[src/core/lrmc_pkg.sv]
package lrmc_pkg;

  // Command codes of the two registers
  localparam logic [7:0] CMD_LOCK_RESET = 8'hd0;
  localparam logic [7:0] CMD_MFR_CONFIG = 8'hd1;

  // Power-on values
  localparam logic [7:0] LOCK_RESET_POR = 8'h00;
  localparam logic [7:0] MFR_CONFIG_POR = 8'h07;

  // Field positions of the lock and soft reset register
  localparam int LOCK_BIT       = 0;
  localparam int SOFT_RESET_BIT = 1;

  // Field positions of the manufacturer configuration register
  localparam int SAVE_PHASE_LSB  = 6;
  localparam int BUS_TIMEOUT_BIT = 3;
  localparam int FAULT_EN_BIT    = 2;
  localparam int ALERT_EN_BIT    = 1;
  localparam int MONITOR_EN_BIT  = 0;

  // Power save phase count code that selects two phases
  localparam logic [1:0] SAVE_TWO_PHASES = 2'h1;

  // Bus timeout
  localparam int CLK_HZ             = 25_000_000;
  localparam int TIMEOUT_MS         = 35;
  localparam int TIMEOUT_CYCLES     = (CLK_HZ / 1000) * TIMEOUT_MS;

  // Serial port
  localparam logic [6:0] DEV_ADDR_DEFAULT = 7'h2a;
  localparam logic [1:0] PIN_IDLE         = 2'h3;

  typedef enum logic [3:0] {
    ST_IDLE      = 4'h0,
    ST_ADDR      = 4'h1,
    ST_ADDR_ACK  = 4'h2,
    ST_CMD       = 4'h3,
    ST_CMD_ACK   = 4'h4,
    ST_WDATA     = 4'h5,
    ST_WDATA_ACK = 4'h6,
    ST_RDATA     = 4'h7,
    ST_RDATA_ACK = 4'h8,
    ST_IGNORE    = 4'h9
  } lrmc_state_type;

endpackage

[src/core/lrmc_reg_if.sv]
interface lrmc_reg_if;
  logic       wr_stb;
  logic [7:0] cmd;
  logic [7:0] wdata;
  logic [7:0] rdata;

  modport engine (
    output wr_stb,
    output cmd,
    output wdata,
    input  rdata
  );

  modport bank (
    input  wr_stb,
    input  cmd,
    input  wdata,
    output rdata
  );
endinterface

[src/core/lrmc_bus_timer.sv]
module lrmc_bus_timer #(
  parameter int TIMEOUT_CYCLES = lrmc_pkg::TIMEOUT_CYCLES
) (
  // Clock and reset
  input  wire logic clk,
  input  wire logic srst,
  // Watch
  input  wire logic enable,
  input  wire logic busy,
  input  wire logic activity,
  // Result
  output logic      timeout
);

  localparam int CW = $clog2(TIMEOUT_CYCLES + 1);
  localparam logic [CW-1:0] LIMIT = CW'(TIMEOUT_CYCLES);

  logic [CW-1:0] idle_count;

  if (TIMEOUT_CYCLES < 1) begin : g_check
    $error("TIMEOUT_CYCLES must be at least one");
  end

  // Fires one cycle after the quiet time reaches the limit
  always_ff @(posedge clk) begin
    if (srst) begin
      idle_count <= '0;
      timeout    <= 1'b0;
    end else if (!enable || !busy || activity || timeout) begin
      idle_count <= '0;
      timeout    <= 1'b0;
    end else if (idle_count == LIMIT) begin
      idle_count <= '0;
      timeout    <= 1'b1;
    end else begin
      idle_count <= idle_count + CW'(1);
      timeout    <= 1'b0;
    end
  end

endmodule // lrmc_bus_timer

[src/core/lrmc_reg_bank.sv]
module lrmc_reg_bank (
  // Clock and reset
  input  wire logic clk,
  input  wire logic srst,
  // Register access
  lrmc_reg_if.bank  reg_bus,
  // Settings
  output logic       locked,
  output logic [1:0] power_save_phase_count,
  output logic       bus_timeout_enable,
  output logic       fault_enable,
  output logic       alert_enable,
  output logic       monitor_enable
);

  logic [7:0] mfr_config;
  logic       lock_write;
  logic       cfg_write;

  // Lock bit only falls at power-on reset; soft reset cannot reach it
  assign lock_write = reg_bus.wr_stb && reg_bus.cmd == lrmc_pkg::CMD_LOCK_RESET;
  assign cfg_write  = reg_bus.wr_stb && reg_bus.cmd == lrmc_pkg::CMD_MFR_CONFIG;

  always_ff @(posedge clk) begin
    if (srst) begin
      locked <= lrmc_pkg::LOCK_RESET_POR[lrmc_pkg::LOCK_BIT];
    end else if (lock_write && !locked) begin
      if (reg_bus.wdata[lrmc_pkg::LOCK_BIT]) begin
        locked <= 1'b1;
      end
    end
  end

  always_ff @(posedge clk) begin
    if (srst) begin
      mfr_config <= lrmc_pkg::MFR_CONFIG_POR;
    end else if (!locked) begin
      if (lock_write && reg_bus.wdata[lrmc_pkg::SOFT_RESET_BIT]) begin
        mfr_config <= lrmc_pkg::MFR_CONFIG_POR;
      end else if (cfg_write) begin
        mfr_config <= reg_bus.wdata & 8'hcf;
      end
    end
  end

  function automatic logic [7:0] read_value(input logic [7:0] cmd);
    case (cmd)
      lrmc_pkg::CMD_LOCK_RESET: read_value = {7'h00, locked};
      lrmc_pkg::CMD_MFR_CONFIG: read_value = mfr_config;
      default:                  read_value = 8'h00;
    endcase
  endfunction

  assign reg_bus.rdata = read_value(reg_bus.cmd);

  assign power_save_phase_count =
    mfr_config[lrmc_pkg::SAVE_PHASE_LSB +: 2];
  assign bus_timeout_enable = mfr_config[lrmc_pkg::BUS_TIMEOUT_BIT];
  assign fault_enable       = mfr_config[lrmc_pkg::FAULT_EN_BIT];
  assign alert_enable       = mfr_config[lrmc_pkg::ALERT_EN_BIT];
  assign monitor_enable     = mfr_config[lrmc_pkg::MONITOR_EN_BIT];

endmodule // lrmc_reg_bank

[src/core/lrmc_top.sv]
// Contract
// Soft reset bit restores power-on register values
// Soft reset ignored while write lock set
// Writing lock bit freezes all limit values
// Locked registers read-only until power cycles
// Phase count 01 gives two phases, else one
// Enabled bus timeout releases bus after 35 ms
// Fault enable gates fault pin, defaults one
// Alert pin driven only while alert enabled
// Monitor enable starts conversions and voltage monitoring
// Reserved config bits read zero, ignore writes
module lrmc_top #(
  parameter logic [6:0] DEV_ADDR       = lrmc_pkg::DEV_ADDR_DEFAULT,
  parameter int         TIMEOUT_CYCLES = lrmc_pkg::TIMEOUT_CYCLES
) (
  // Clock and reset
  input  wire logic clk,
  input  wire logic srst,
  // Serial host port
  input  wire logic scl_in,
  input  wire logic sda_in,
  output logic      sda_out,
  output logic      sda_oe,
  // Events from the controller core
  input  wire logic fault_event,
  input  wire logic alert_event,
  // Controls and pins
  output logic      fault_pin,
  output logic      alert_pin,
  output logic      alert_drive,
  output logic      save_two_phase,
  output logic      monitor_run,
  output logic      write_locked
);

  lrmc_reg_if reg_bus ();

  logic [1:0]               pin_meta;
  logic [1:0]               pin_sync;
  logic                     scl_prev;
  logic                     sda_prev;
  logic                     scl_now;
  logic                     sda_now;
  logic                     scl_rise;
  logic                     scl_fall;
  logic                     start_seen;
  logic                     stop_seen;
  logic                     activity;
  logic                     busy;
  logic                     timeout;
  lrmc_pkg::lrmc_state_type state;
  logic [7:0]               shreg;
  logic [2:0]               bit_count;
  logic                     byte_done;
  logic                     read_mode;
  logic                     read_acked;
  logic                     drive_low;
  logic                     locked;
  logic [1:0]               power_save_phase_count;
  logic                     bus_timeout_enable;
  logic                     fault_enable;
  logic                     alert_enable;
  logic                     monitor_enable;

  if (TIMEOUT_CYCLES < 1) begin : g_check
    $error("TIMEOUT_CYCLES must be at least one");
  end

  // Two stages on both pins; the first stage feeds only the second
  always_ff @(posedge clk) begin
    if (srst) begin
      pin_meta <= lrmc_pkg::PIN_IDLE;
      pin_sync <= lrmc_pkg::PIN_IDLE;
    end else begin
      pin_meta <= {sda_in, scl_in};
      pin_sync <= pin_meta;
    end
  end

  always_ff @(posedge clk) begin
    if (srst) begin
      scl_prev <= 1'b1;
      sda_prev <= 1'b1;
    end else begin
      scl_prev <= scl_now;
      sda_prev <= sda_now;
    end
  end

  assign scl_now    = pin_sync[0];
  assign sda_now    = pin_sync[1];
  assign scl_rise   = scl_now && !scl_prev;
  assign scl_fall   = !scl_now && scl_prev;
  assign start_seen = scl_now && scl_prev && sda_prev && !sda_now;
  assign stop_seen  = scl_now && scl_prev && !sda_prev && sda_now;
  assign activity   = (scl_now != scl_prev) || (sda_now != sda_prev);
  assign busy       = state != lrmc_pkg::ST_IDLE;

  lrmc_bus_timer #(
    .TIMEOUT_CYCLES (TIMEOUT_CYCLES)
  ) u_timer (
    .clk      (clk),
    .srst     (srst),
    .enable   (bus_timeout_enable),
    .busy     (busy),
    .activity (activity),
    .timeout  (timeout)
  );

  lrmc_reg_bank u_bank (
    .clk                    (clk),
    .srst                   (srst),
    .reg_bus                (reg_bus.bank),
    .locked                 (locked),
    .power_save_phase_count (power_save_phase_count),
    .bus_timeout_enable     (bus_timeout_enable),
    .fault_enable           (fault_enable),
    .alert_enable           (alert_enable),
    .monitor_enable         (monitor_enable)
  );

  // Byte engine: data is sampled on the clock rise, driven after the fall
  always_ff @(posedge clk) begin
    if (srst) begin
      state         <= lrmc_pkg::ST_IDLE;
      shreg         <= 8'h00;
      bit_count     <= 3'h0;
      byte_done     <= 1'b0;
      read_mode     <= 1'b0;
      read_acked    <= 1'b0;
      drive_low     <= 1'b0;
      reg_bus.cmd   <= 8'h00;
      reg_bus.wdata <= 8'h00;
    end else if (timeout || stop_seen) begin
      // A stuck host cannot hold the data line through us forever
      state     <= lrmc_pkg::ST_IDLE;
      drive_low <= 1'b0;
      byte_done <= 1'b0;
    end else if (start_seen) begin
      state     <= lrmc_pkg::ST_ADDR;
      bit_count <= 3'h0;
      byte_done <= 1'b0;
      drive_low <= 1'b0;
    end else if (scl_rise) begin
      case (state)
        lrmc_pkg::ST_ADDR, lrmc_pkg::ST_CMD, lrmc_pkg::ST_WDATA: begin
          shreg     <= {shreg[6:0], sda_now};
          bit_count <= bit_count + 3'h1;
          byte_done <= bit_count == 3'h7;
        end
        lrmc_pkg::ST_RDATA: begin
          bit_count <= bit_count + 3'h1;
          byte_done <= bit_count == 3'h7;
        end
        lrmc_pkg::ST_RDATA_ACK: begin
          read_acked <= !sda_now;
        end
        default: begin
        end
      endcase
    end else if (scl_fall) begin
      case (state)
        lrmc_pkg::ST_ADDR: begin
          if (byte_done) begin
            byte_done <= 1'b0;
            if (shreg[7:1] == DEV_ADDR) begin
              read_mode <= shreg[0];
              drive_low <= 1'b1;
              state     <= lrmc_pkg::ST_ADDR_ACK;
            end else begin
              state <= lrmc_pkg::ST_IDLE;
            end
          end
        end
        lrmc_pkg::ST_CMD: begin
          if (byte_done) begin
            byte_done   <= 1'b0;
            reg_bus.cmd <= shreg;
            drive_low   <= 1'b1;
            state       <= lrmc_pkg::ST_CMD_ACK;
          end
        end
        lrmc_pkg::ST_WDATA: begin
          if (byte_done) begin
            byte_done     <= 1'b0;
            reg_bus.wdata <= shreg;
            drive_low     <= 1'b1;
            state         <= lrmc_pkg::ST_WDATA_ACK;
          end
        end
        lrmc_pkg::ST_ADDR_ACK: begin
          if (read_mode) begin
            shreg     <= reg_bus.rdata;
            drive_low <= !reg_bus.rdata[7];
            state     <= lrmc_pkg::ST_RDATA;
          end else begin
            drive_low <= 1'b0;
            state     <= lrmc_pkg::ST_CMD;
          end
        end
        lrmc_pkg::ST_CMD_ACK: begin
          drive_low <= 1'b0;
          state     <= lrmc_pkg::ST_WDATA;
        end
        lrmc_pkg::ST_WDATA_ACK: begin
          // Registers are one byte wide; extra bytes are refused
          drive_low <= 1'b0;
          state     <= lrmc_pkg::ST_IGNORE;
        end
        lrmc_pkg::ST_RDATA: begin
          if (byte_done) begin
            byte_done <= 1'b0;
            drive_low <= 1'b0;
            state     <= lrmc_pkg::ST_RDATA_ACK;
          end else begin
            shreg     <= {shreg[6:0], 1'b0};
            drive_low <= !shreg[6];
          end
        end
        lrmc_pkg::ST_RDATA_ACK: begin
          if (read_acked) begin
            shreg     <= reg_bus.rdata;
            drive_low <= !reg_bus.rdata[7];
            state     <= lrmc_pkg::ST_RDATA;
          end else begin
            state <= lrmc_pkg::ST_IGNORE;
          end
        end
        default: begin
        end
      endcase
    end
  end

  // Write strobe one cycle, when the data byte has been taken
  always_ff @(posedge clk) begin
    if (srst) begin
      reg_bus.wr_stb <= 1'b0;
    end else begin
      reg_bus.wr_stb <= scl_fall && byte_done && !timeout && !stop_seen
                        && !start_seen && state == lrmc_pkg::ST_WDATA;
    end
  end

  // Open-drain data line: only ever pulled low
  always_ff @(posedge clk) begin
    if (srst) begin
      sda_out <= 1'b0;
      sda_oe  <= 1'b0;
    end else begin
      sda_out <= 1'b0;
      sda_oe  <= drive_low && !timeout && !stop_seen;
    end
  end

  always_ff @(posedge clk) begin
    if (srst) begin
      fault_pin <= 1'b0;
    end else begin
      fault_pin <= fault_event && fault_enable;
    end
  end

  // Alert pin floats when disabled, rather than showing a stale level
  always_ff @(posedge clk) begin
    if (srst) begin
      alert_pin   <= 1'b0;
      alert_drive <= 1'b0;
    end else begin
      alert_pin   <= alert_event && alert_enable;
      alert_drive <= alert_enable;
    end
  end

  always_ff @(posedge clk) begin
    if (srst) begin
      save_two_phase <= 1'b0;
      monitor_run    <= 1'b0;
      write_locked   <= 1'b0;
    end else begin
      save_two_phase <=
        power_save_phase_count == lrmc_pkg::SAVE_TWO_PHASES;
      monitor_run    <= monitor_enable;
      write_locked   <= locked;
    end
  end

endmodule // lrmc_top

[config.mk]
export PLATFORM = sky130hd
export DESIGN_NAME = lrmc_top
export DESIGN_NICKNAME = d
export VERILOG_FILES = /design/src/core/lrmc_pkg.sv /design/src/core/lrmc_reg_if.sv /design/src/core/lrmc_bus_timer.sv /design/src/core/lrmc_reg_bank.sv /design/src/core/lrmc_top.sv
export SDC_FILE = /design/constraint.sdc
export NUM_CORES = 1
export LEC_CHECK = 0
export ABC_CLOCK_PERIOD_IN_PS = 2100
export BUFFER_PORTS_ARGS = -buffer_cell sky130_fd_sc_hd__buf_2
export CORE_MARGIN = 2
export CORE_UTILIZATION = 52
export CTS_BUF_LIST = sky130_fd_sc_hd__clkbuf_2
export DETAILED_ROUTE_END_ITERATION = 10
export GPL_ROUTABILITY_DRIVEN = 0
export PLACE_DENSITY = 0.69
export SYNTH_ARGS = -nofsm -noshare
export SYNTH_HDL_FRONTEND = slang
export SYNTH_SLANG_ARGS = --single-unit
[constraint.sdc]
create_clock -name clk -period 2.1 [get_ports clk]
set_input_delay 0.525 -clock clk [delete_from_list [all_inputs] [get_ports clk]]
set_output_delay 0.525 -clock clk [all_outputs]
set_load 0.05 [all_outputs]
After elaboration in Yosys (flattened, before gate mapping)

Cells that the tools add are included.

Add/sub/neg operators: 2
Equal/unequal tests: 34
Muxes and demuxes: 36
Bitwise gates (word level): 4
Reduce and logical (&&, ||, !) cells: 67

Operators with widths:

| operator                | number |
|---|---|
| $mux W8                 | 8 |
| $pmux W4 S8             | 1 |
| $reduce_and A7 Y1       | 4 |
| $pmux W8 S3             | 1 |
| $ne A3 B3 Y1 const B    | 7 |
| $add A20 B1 Y20 const B | 1 |
| $eq A20 B20 Y1 const B  | 1 |
| $logic_and A1 B1 Y1     | 20 |
| $mux W4                 | 5 |
| $eq A4 B3 Y1 const B    | 4 |
| $eq A8 B8 Y1 const B    | 2 |
| $ne A2 B2 Y1 const B    | 8 |
| $pmux W8 S2             | 1 |
| $mux W1                 | 14 |
| $logic_not A1 Y1        | 12 |
| $mux W3                 | 4 |
| $reduce_and A6 Y1       | 2 |
| $reduce_bool A2 Y1      | 5 |
| $reduce_bool A9 Y1      | 1 |
| $reduce_or A3 Y1        | 3 |
| $eq A4 B2 Y1 const B    | 2 |
| $reduce_and A8 Y1       | 1 |
| $reduce_bool A4 Y1      | 2 |
| $reduce_bool A8 Y1      | 1 |
| other kinds (18)        | 33 |

Register bits: 79
Input port bits: 6

Depth between registers and ports, before layout

Word-level depth: 7
Mapped depth: 8
Gate-level depth less buffers: 7

Modules after synthesis

Synthesis repeated with hierarchy kept, for this count alone.

Cell total of the unflattened synthesis: 426
Area total of the unflattened synthesis: 3787.4 sq um

Modules (own cells, without submodules):

| module         | times used | cells an instance | area each (sq um) | sequential area each (sq um) |
|---|---|---|---|---|
| lrmc_top       | 1          | 266               | 2377.3            | 980.9 |
| lrmc_bus_timer | 1          | 112               | 970.9             | 420.4 |
| lrmc_reg_bank  | 1          | 48                | 439.2             | 140.1 |

Worst setup path after synthesis

No wires, ideal clock.

Kind: register -> register
Start point: reg scl_prev
End point: reg shreg[4]
Library setup time: 0.116 ns
Arrival time: 1.757 ns
Required time: 1.984 ns
Slack: 0.226 ns
Cell stages (with the launch flop): 8
Buffers on the path: 1
Period minus slack after synthesis: 1.874 ns
Cells stage by stage: dfxtp_1 -> inv_1 -> ha_1 -> clkbuf_1 -> a21oi_1 -> a2111o_1 -> o211a_1 -> a41o_1

Longest elaborated chain between the ends: 6
Elaborated cells on any way between the ends: 19
Those cells by class: 4 x eq/ne; 1 x mux; 2 x bitwise; 12 x reduce/logical

Ends and longest elaborated chain:

| what                             | line                           | text |
|---|---|---|
| start, declared                  | lrmc_top.sv:40                 | `logic scl_prev;` |
| start signal, assigned           | lrmc_top.sv:85                 | `scl_prev <= scl_now;` |
| $logic_and A1 B1 Y1              | lrmc_top.sv:94, lrmc_top.sv:95 |  |
| $logic_and A1 B1 Y1 (2 in a row) | lrmc_top.sv:95                 | `assign stop_seen = scl_now && scl_prev && !sda_prev && sda_now;` |
| $logic_or A1 B1 Y1               | lrmc_top.sv:134                | `end else if (timeout \|\| stop_seen) begin` |
| $not A1 Y1 (no line)             | -                              |  |
| $reduce_and A8 Y1 (no line)      | -                              |  |
| end signal, assigned             | lrmc_top.sv:147                | `shreg <= {shreg[6:0], sda_now};` |
| end signal, assigned             | lrmc_top.sv:193                | `shreg <= reg_bus.rdata;` |
| end signal, assigned             | lrmc_top.sv:216                | `shreg <= {shreg[6:0], 1'b0};` |
| end, declared                    | lrmc_top.sv:52                 | `logic [7:0] shreg;` |

Several ways; a longest one is shown, not always the timed one.
A chain may end at the register's enable or synchronous reset.

Worst setup path in the final report

Same ends and word-level chain as after synthesis.

==> impl_metrics.prom <==
# TYPE chip_impl_metric gauge
chip_impl_info{name="outcome",value="completed"} 1
chip_impl_metric{name="finish.net_count",unit=""} 419
chip_impl_metric{name="p_seq_frac",unit=""} 0.586
chip_impl_info{name="critical_path.slowest_cell",value="sky130_fd_sc_hd__a2111o_1"} 1
chip_impl_metric{name="cts-htree-levels",unit=""} 3
chip_impl_metric{name="boundaryPins",unit=""} 14
chip_impl_info{name="setup.worst_path.start_class",value="flip-flop"} 1
chip_impl_info{name="worstPathCellList",value="inv_1 -> ha_1 -> a21oi_1 -> a2111o_1 -> o211a_1 -> a41o_1"} 1
chip_impl_metric{name="unique_cell_type_count_in_the_yosys_netlist",unit=""} 60
chip_impl_metric{name="power.internal",unit="mW"} 1.86
chip_impl_metric{name="clock_sink_count",unit=""} 75
chip_impl_metric{name="yosysTopAreaCellShare",unit=""} 0.433
chip_impl_metric{name="final_worst_path_period_share",unit=""} 0.929
chip_impl_metric{name="antenna_violating_nets_post_route",unit=""} 0
chip_impl_info{name="family_with_the_most_delay_on_the_worst_path",value="compound AO/OA/AOI/OAI gates"} 1
chip_impl_metric{name="postSynthCellCount",unit=""} 384
chip_impl_metric{name="detail_route.wirelength",unit="um"} 7220
chip_impl_metric{name="clock_insertion_delay_worst_skew",unit="ps"} 520
chip_impl_info{name="end_kind",value="flip-flop"} 1
chip_impl_info{name="synth_top_cells_by_count",value="75 x sky130_fd_sc_hd__dfxtp_1, 57 x sky130_fd_sc_hd__nor2_1, 21 x sky130_fd_sc_hd__nand2_1"} 1
chip_impl_metric{name="yosysWarningCount",unit=""} 0
chip_impl_metric{name="layout_min_cycle_time",unit="ps"} 1950
chip_impl_metric{name="worst-path-max-fanout",unit=""} 10
chip_impl_metric{name="clock_power_share",unit=""} 0.372
chip_impl_metric{name="max-vdd-ir-drop",unit="mV"} 0.440
chip_impl_metric{name="floorplan.die.width",unit="um"} 85.7
chip_impl_metric{name="synthArstFlopShare",unit=""} 0
chip_impl_metric{name="netSwitchingPower",unit="mW"} 0.600
chip_impl_metric{name="final.setup_skew",unit="ps"} 18.7
chip_impl_metric{name="detailedRoute.firstPassIterationCount",unit=""} 4
chip_impl_metric{name="hpwlAfterDp",unit="um"} 5140
chip_impl_metric{name="number_of_antenna_violations_at_the_first_check_in_global_routing",unit=""} 0
chip_impl_metric{name="leak_pwr",unit="nW"} 1.43
chip_impl_metric{name="drive_gt1_frac",unit=""} 0.134
chip_impl_metric{name="edff_count_synth",unit=""} 0
chip_impl_metric{name="grt.overflow.total",unit=""} 0
chip_impl_metric{name="number_of_global_route_vias_before_repair",unit=""} 2650
chip_impl_metric{name="diodes",unit=""} 0
chip_impl_info{name="tritoncts",value="yes"} 1
chip_impl_metric{name="max_cap_violations",unit=""} 0
chip_impl_metric{name="p_comb_frac",unit=""} 0.041
chip_impl_metric{name="die_y",unit="um"} 85.7
chip_impl_metric{name="gr-usage-all-layers",unit=""} 0.212
chip_impl_metric{name="final-hold-violation-count",unit=""} 0
chip_impl_metric{name="synthesis.area",unit="um^2"} 3470
chip_impl_info{name="synth_top_flop_cell",value="sky130_fd_sc_hd__dfxtp_1"} 1
chip_impl_metric{name="critical_path_arrival",unit="ps"} 2380
chip_impl_metric{name="synth.net_count",unit=""} 398
chip_impl_metric{name="path_buf_inv",unit=""} 1
chip_impl_metric{name="switching_share_of_power",unit=""} 0.244
chip_impl_metric{name="port-buffer-count",unit=""} 12
chip_impl_metric{name="power_density",unit="nW/um^2"} 646
chip_impl_metric{name="ys_seq_elements",unit=""} 75
chip_impl_metric{name="core",unit="um^2"} 6390
chip_impl_metric{name="clk_transition_reported_paths",unit="ps"} 200
chip_impl_metric{name="drt_iter0_drc",unit=""} 165
chip_impl_metric{name="vias",unit=""} 2751
chip_impl_metric{name="layout.cells.non_filler",unit=""} 487
chip_impl_metric{name="postSynthAreaPerCell",unit="um^2"} 9.03
chip_impl_metric{name="finalSetupViolCount",unit=""} 0
chip_impl_metric{name="critPathRequiredTime",unit="ps"} 2530
chip_impl_metric{name="synth-seq-area-share",unit=""} 0.433
chip_impl_metric{name="cpPeakStageDelay",unit="ps"} 470
chip_impl_info{name="rsz0062_at_grt",value="false"} 1
chip_impl_metric{name="floorplan.rows",unit=""} 29
chip_impl_metric{name="timing.slew.headroom",unit=""} 0.534
chip_impl_metric{name="floorplan.die_area",unit="um^2"} 7340
chip_impl_metric{name="fin_hold_ws",unit="ps"} 169
chip_impl_metric{name="max_frequency",unit="MHz"} 512
chip_impl_metric{name="timing.final.max_slew_violations",unit=""} 0
chip_impl_metric{name="placed_cells",unit=""} 470
chip_impl_metric{name="totalPowerFinal",unit="mW"} 2.46
chip_impl_metric{name="tightest_slew",unit="ps"} 699
chip_impl_info{name="yosys.cell_count.top_type",value="sky130_fd_sc_hd__dfxtp_1"} 1
chip_impl_info{name="ys_top_cells_by_area",value="sky130_fd_sc_hd__dfxtp_1 43%, sky130_fd_sc_hd__nor2_1 6.2%, sky130_fd_sc_hd__mux2i_1 5.5%"} 1
chip_impl_metric{name="area.growth.synth_to_final",unit="%"} 9.70
chip_impl_metric{name="initial_utilization",unit=""} 0.543
chip_impl_metric{name="cts_buffer_depth",unit=""} 2
chip_impl_info{name="clock_tree.root_cell",value="sky130_fd_sc_hd__clkbuf_2"} 1
chip_impl_info{name="min_path_type",value="input port to flip-flop"} 1
chip_impl_metric{name="detail_route.wl_per_cell",unit="um"} 14.8
chip_impl_metric{name="numCtsBuffers",unit=""} 9
chip_impl_metric{name="post-route-drc-count",unit=""} 0
chip_impl_info{name="criticalPathCategory",value="flip-flop to flip-flop"} 1
chip_impl_metric{name="final.setup.tns",unit="ps"} 0
chip_impl_metric{name="grt_max_degree",unit=""} 39
chip_impl_metric{name="viasPerCell",unit=""} 5.65
chip_impl_metric{name="cts_hold_repair.buffers",unit=""} 0
chip_impl_info{name="netlist.top_cell.by_area",value="sky130_fd_sc_hd__dfxtp_1"} 1
chip_impl_metric{name="wire_length_of_the_first_global_routing_pass",unit="um"} 12400
## worst register-to-register path, delay by kind of cell, from the launching register on
family / cells / cell delay [ps]
buffers and inverters: 1 / 60
flip-flops: 1 / 380
AO/OA/AOI/OAI: 4 / 1080
adder cells (fa/ha/maj): 1 / 340
## routing by layer
metal / GRT usage / wire (um) / share of wire
met5: 0 / 0 / 0
met4: 0.0750 / 91 / 0.013
met3: 0.0433 / 176 / 0.024
met2: 0.332 / 3280 / 0.45
met1: 0.291 / 3670 / 0.51
## cells in the final DEF (no fill, tap or decap), types with 3 or more instances in the layout
| cell | synthesis | layout |
|---|---|---|
| sky130_fd_sc_hd__o22ai_1 | 3 | 3 |
| sky130_fd_sc_hd__o32ai_1 | 3 | 3 |
| sky130_fd_sc_hd__nand3_1 | 9 | 9 |
| sky130_fd_sc_hd__nand4_1 | 5 | 5 |
| sky130_fd_sc_hd__nor3_1 | 10 | 10 |
| sky130_fd_sc_hd__nand2b_1 | 6 | 6 |
| sky130_fd_sc_hd__dfxtp_1 | 75 | 75 |
| sky130_fd_sc_hd__buf_2 | 2 | 12 |
| sky130_fd_sc_hd__inv_1 | 10 | 10 |
| sky130_fd_sc_hd__and4_1 | 3 | 3 |
| sky130_fd_sc_hd__nor2_1 | 57 | 57 |
| sky130_fd_sc_hd__clkbuf_2 | 0 | 9 |
| sky130_fd_sc_hd__nand2_1 | 21 | 21 |
| sky130_fd_sc_hd__mux2i_1 | 19 | 19 |
| sky130_fd_sc_hd__a211oi_1 | 7 | 7 |
| sky130_fd_sc_hd__and3_1 | 8 | 8 |
| sky130_fd_sc_hd__nand3b_1 | 4 | 4 |
| sky130_fd_sc_hd__a22oi_1 | 10 | 10 |
| sky130_fd_sc_hd__a21o_1 | 3 | 3 |
| sky130_fd_sc_hd__and2_1 | 3 | 3 |
| sky130_fd_sc_hd__ha_1 | 8 | 8 |
| sky130_fd_sc_hd__or2_2 | 6 | 6 |
| sky130_fd_sc_hd__xnor2_1 | 12 | 12 |
| sky130_fd_sc_hd__o21a_1 | 3 | 3 |
| sky130_fd_sc_hd__buf_4 | 2 | 16 |
| sky130_fd_sc_hd__o21ai_0 | 7 | 7 |
| sky130_fd_sc_hd__nor2b_1 | 8 | 8 |
| sky130_fd_sc_hd__a21oi_1 | 19 | 19 |
| sky130_fd_sc_hd__xor2_1 | 7 | 7 |
| sky130_fd_sc_hd__o21bai_1 | 3 | 3 |
| sky130_fd_sc_hd__nand4b_1 | 4 | 4 |
## flip-flops by register name, summed over array words and instances (netlist names), 2 cells and up
name	flops
reg_bus.cmd	8
bit_count	3
u_bank.mfr_config	6
shreg	8
state	4
u_timer.idle_count	20
reg_bus.wdata	6
pin_sync	2
pin_meta	2
## kinds of logic after synthesis
group	after synthesis	share of synthesized area
compound gates	75	0.160
xor+xnor	19	0.0480
fa+ha+maj	8	0.0289
buf+inv	30	0.0397
flops	75	0.433
mux	19	0.0548
other cells	1	0.00108
simple gates	157	0.235
## power groups by stage
stage / Sequential, mW / Combinational [mW] / Clock, mW
after floorplan: 1.48 / 0.0604 / 0
after CTS: 1.44 / 0.102 / 0.936
after global placement: 1.47 / 0.101 / 0
after detailed placement: 1.47 / 0.102 / 0
final: 1.44 / 0.102 / 0.916
after global routing: 1.45 / 0.112 / 0.991
## per-stage QoR
step / cell area [um^2] / util / setup slack (ps)
3_3_place_gp: 3660 / 0.573 / 215
6_report: 3800 / 0.596 / 149
4_1_cts: 3800 / 0.595 / 138
5_1_grt: 3800 / 0.596 / 6.07
3_5_place_dp: 3660 / 0.573 / 169
2_1_floorplan: 3470 / - / 226
## final timing paths
kind                     startpoint                     end  slack (ps)  depth (start not counted)
max             scl_prev$_SDFF_PP1_   shreg[4]$_SDFFE_PP0P_         150                          6
min                          scl_in  pin_meta[0]$_SDFF_PP1_         170                          2
max reg2reg     scl_prev$_SDFF_PP1_   shreg[4]$_SDFFE_PP0P_         150                          6
min reg2reg  pin_meta[1]$_SDFF_PP1_  pin_sync[1]$_SDFF_PP1_         450                          1
## layout make-up
cell class	instances	area (um^2)
tap	77	96.3
sequential	75	1500
multi-input combinational	279	1830
inverter	11	41.3
clock buffer	9	45.0
timing repair buffer	29	200
fill	588	2580
clock inverter	7	91.3
## what timing repair did
item | in CTS | in global routing
setup endpoints to repair | 0 | 1
resized for setup | 0 | 0
setup buffers | 0 | 1
Note: power is estimated with default switching activity, not from simulation.
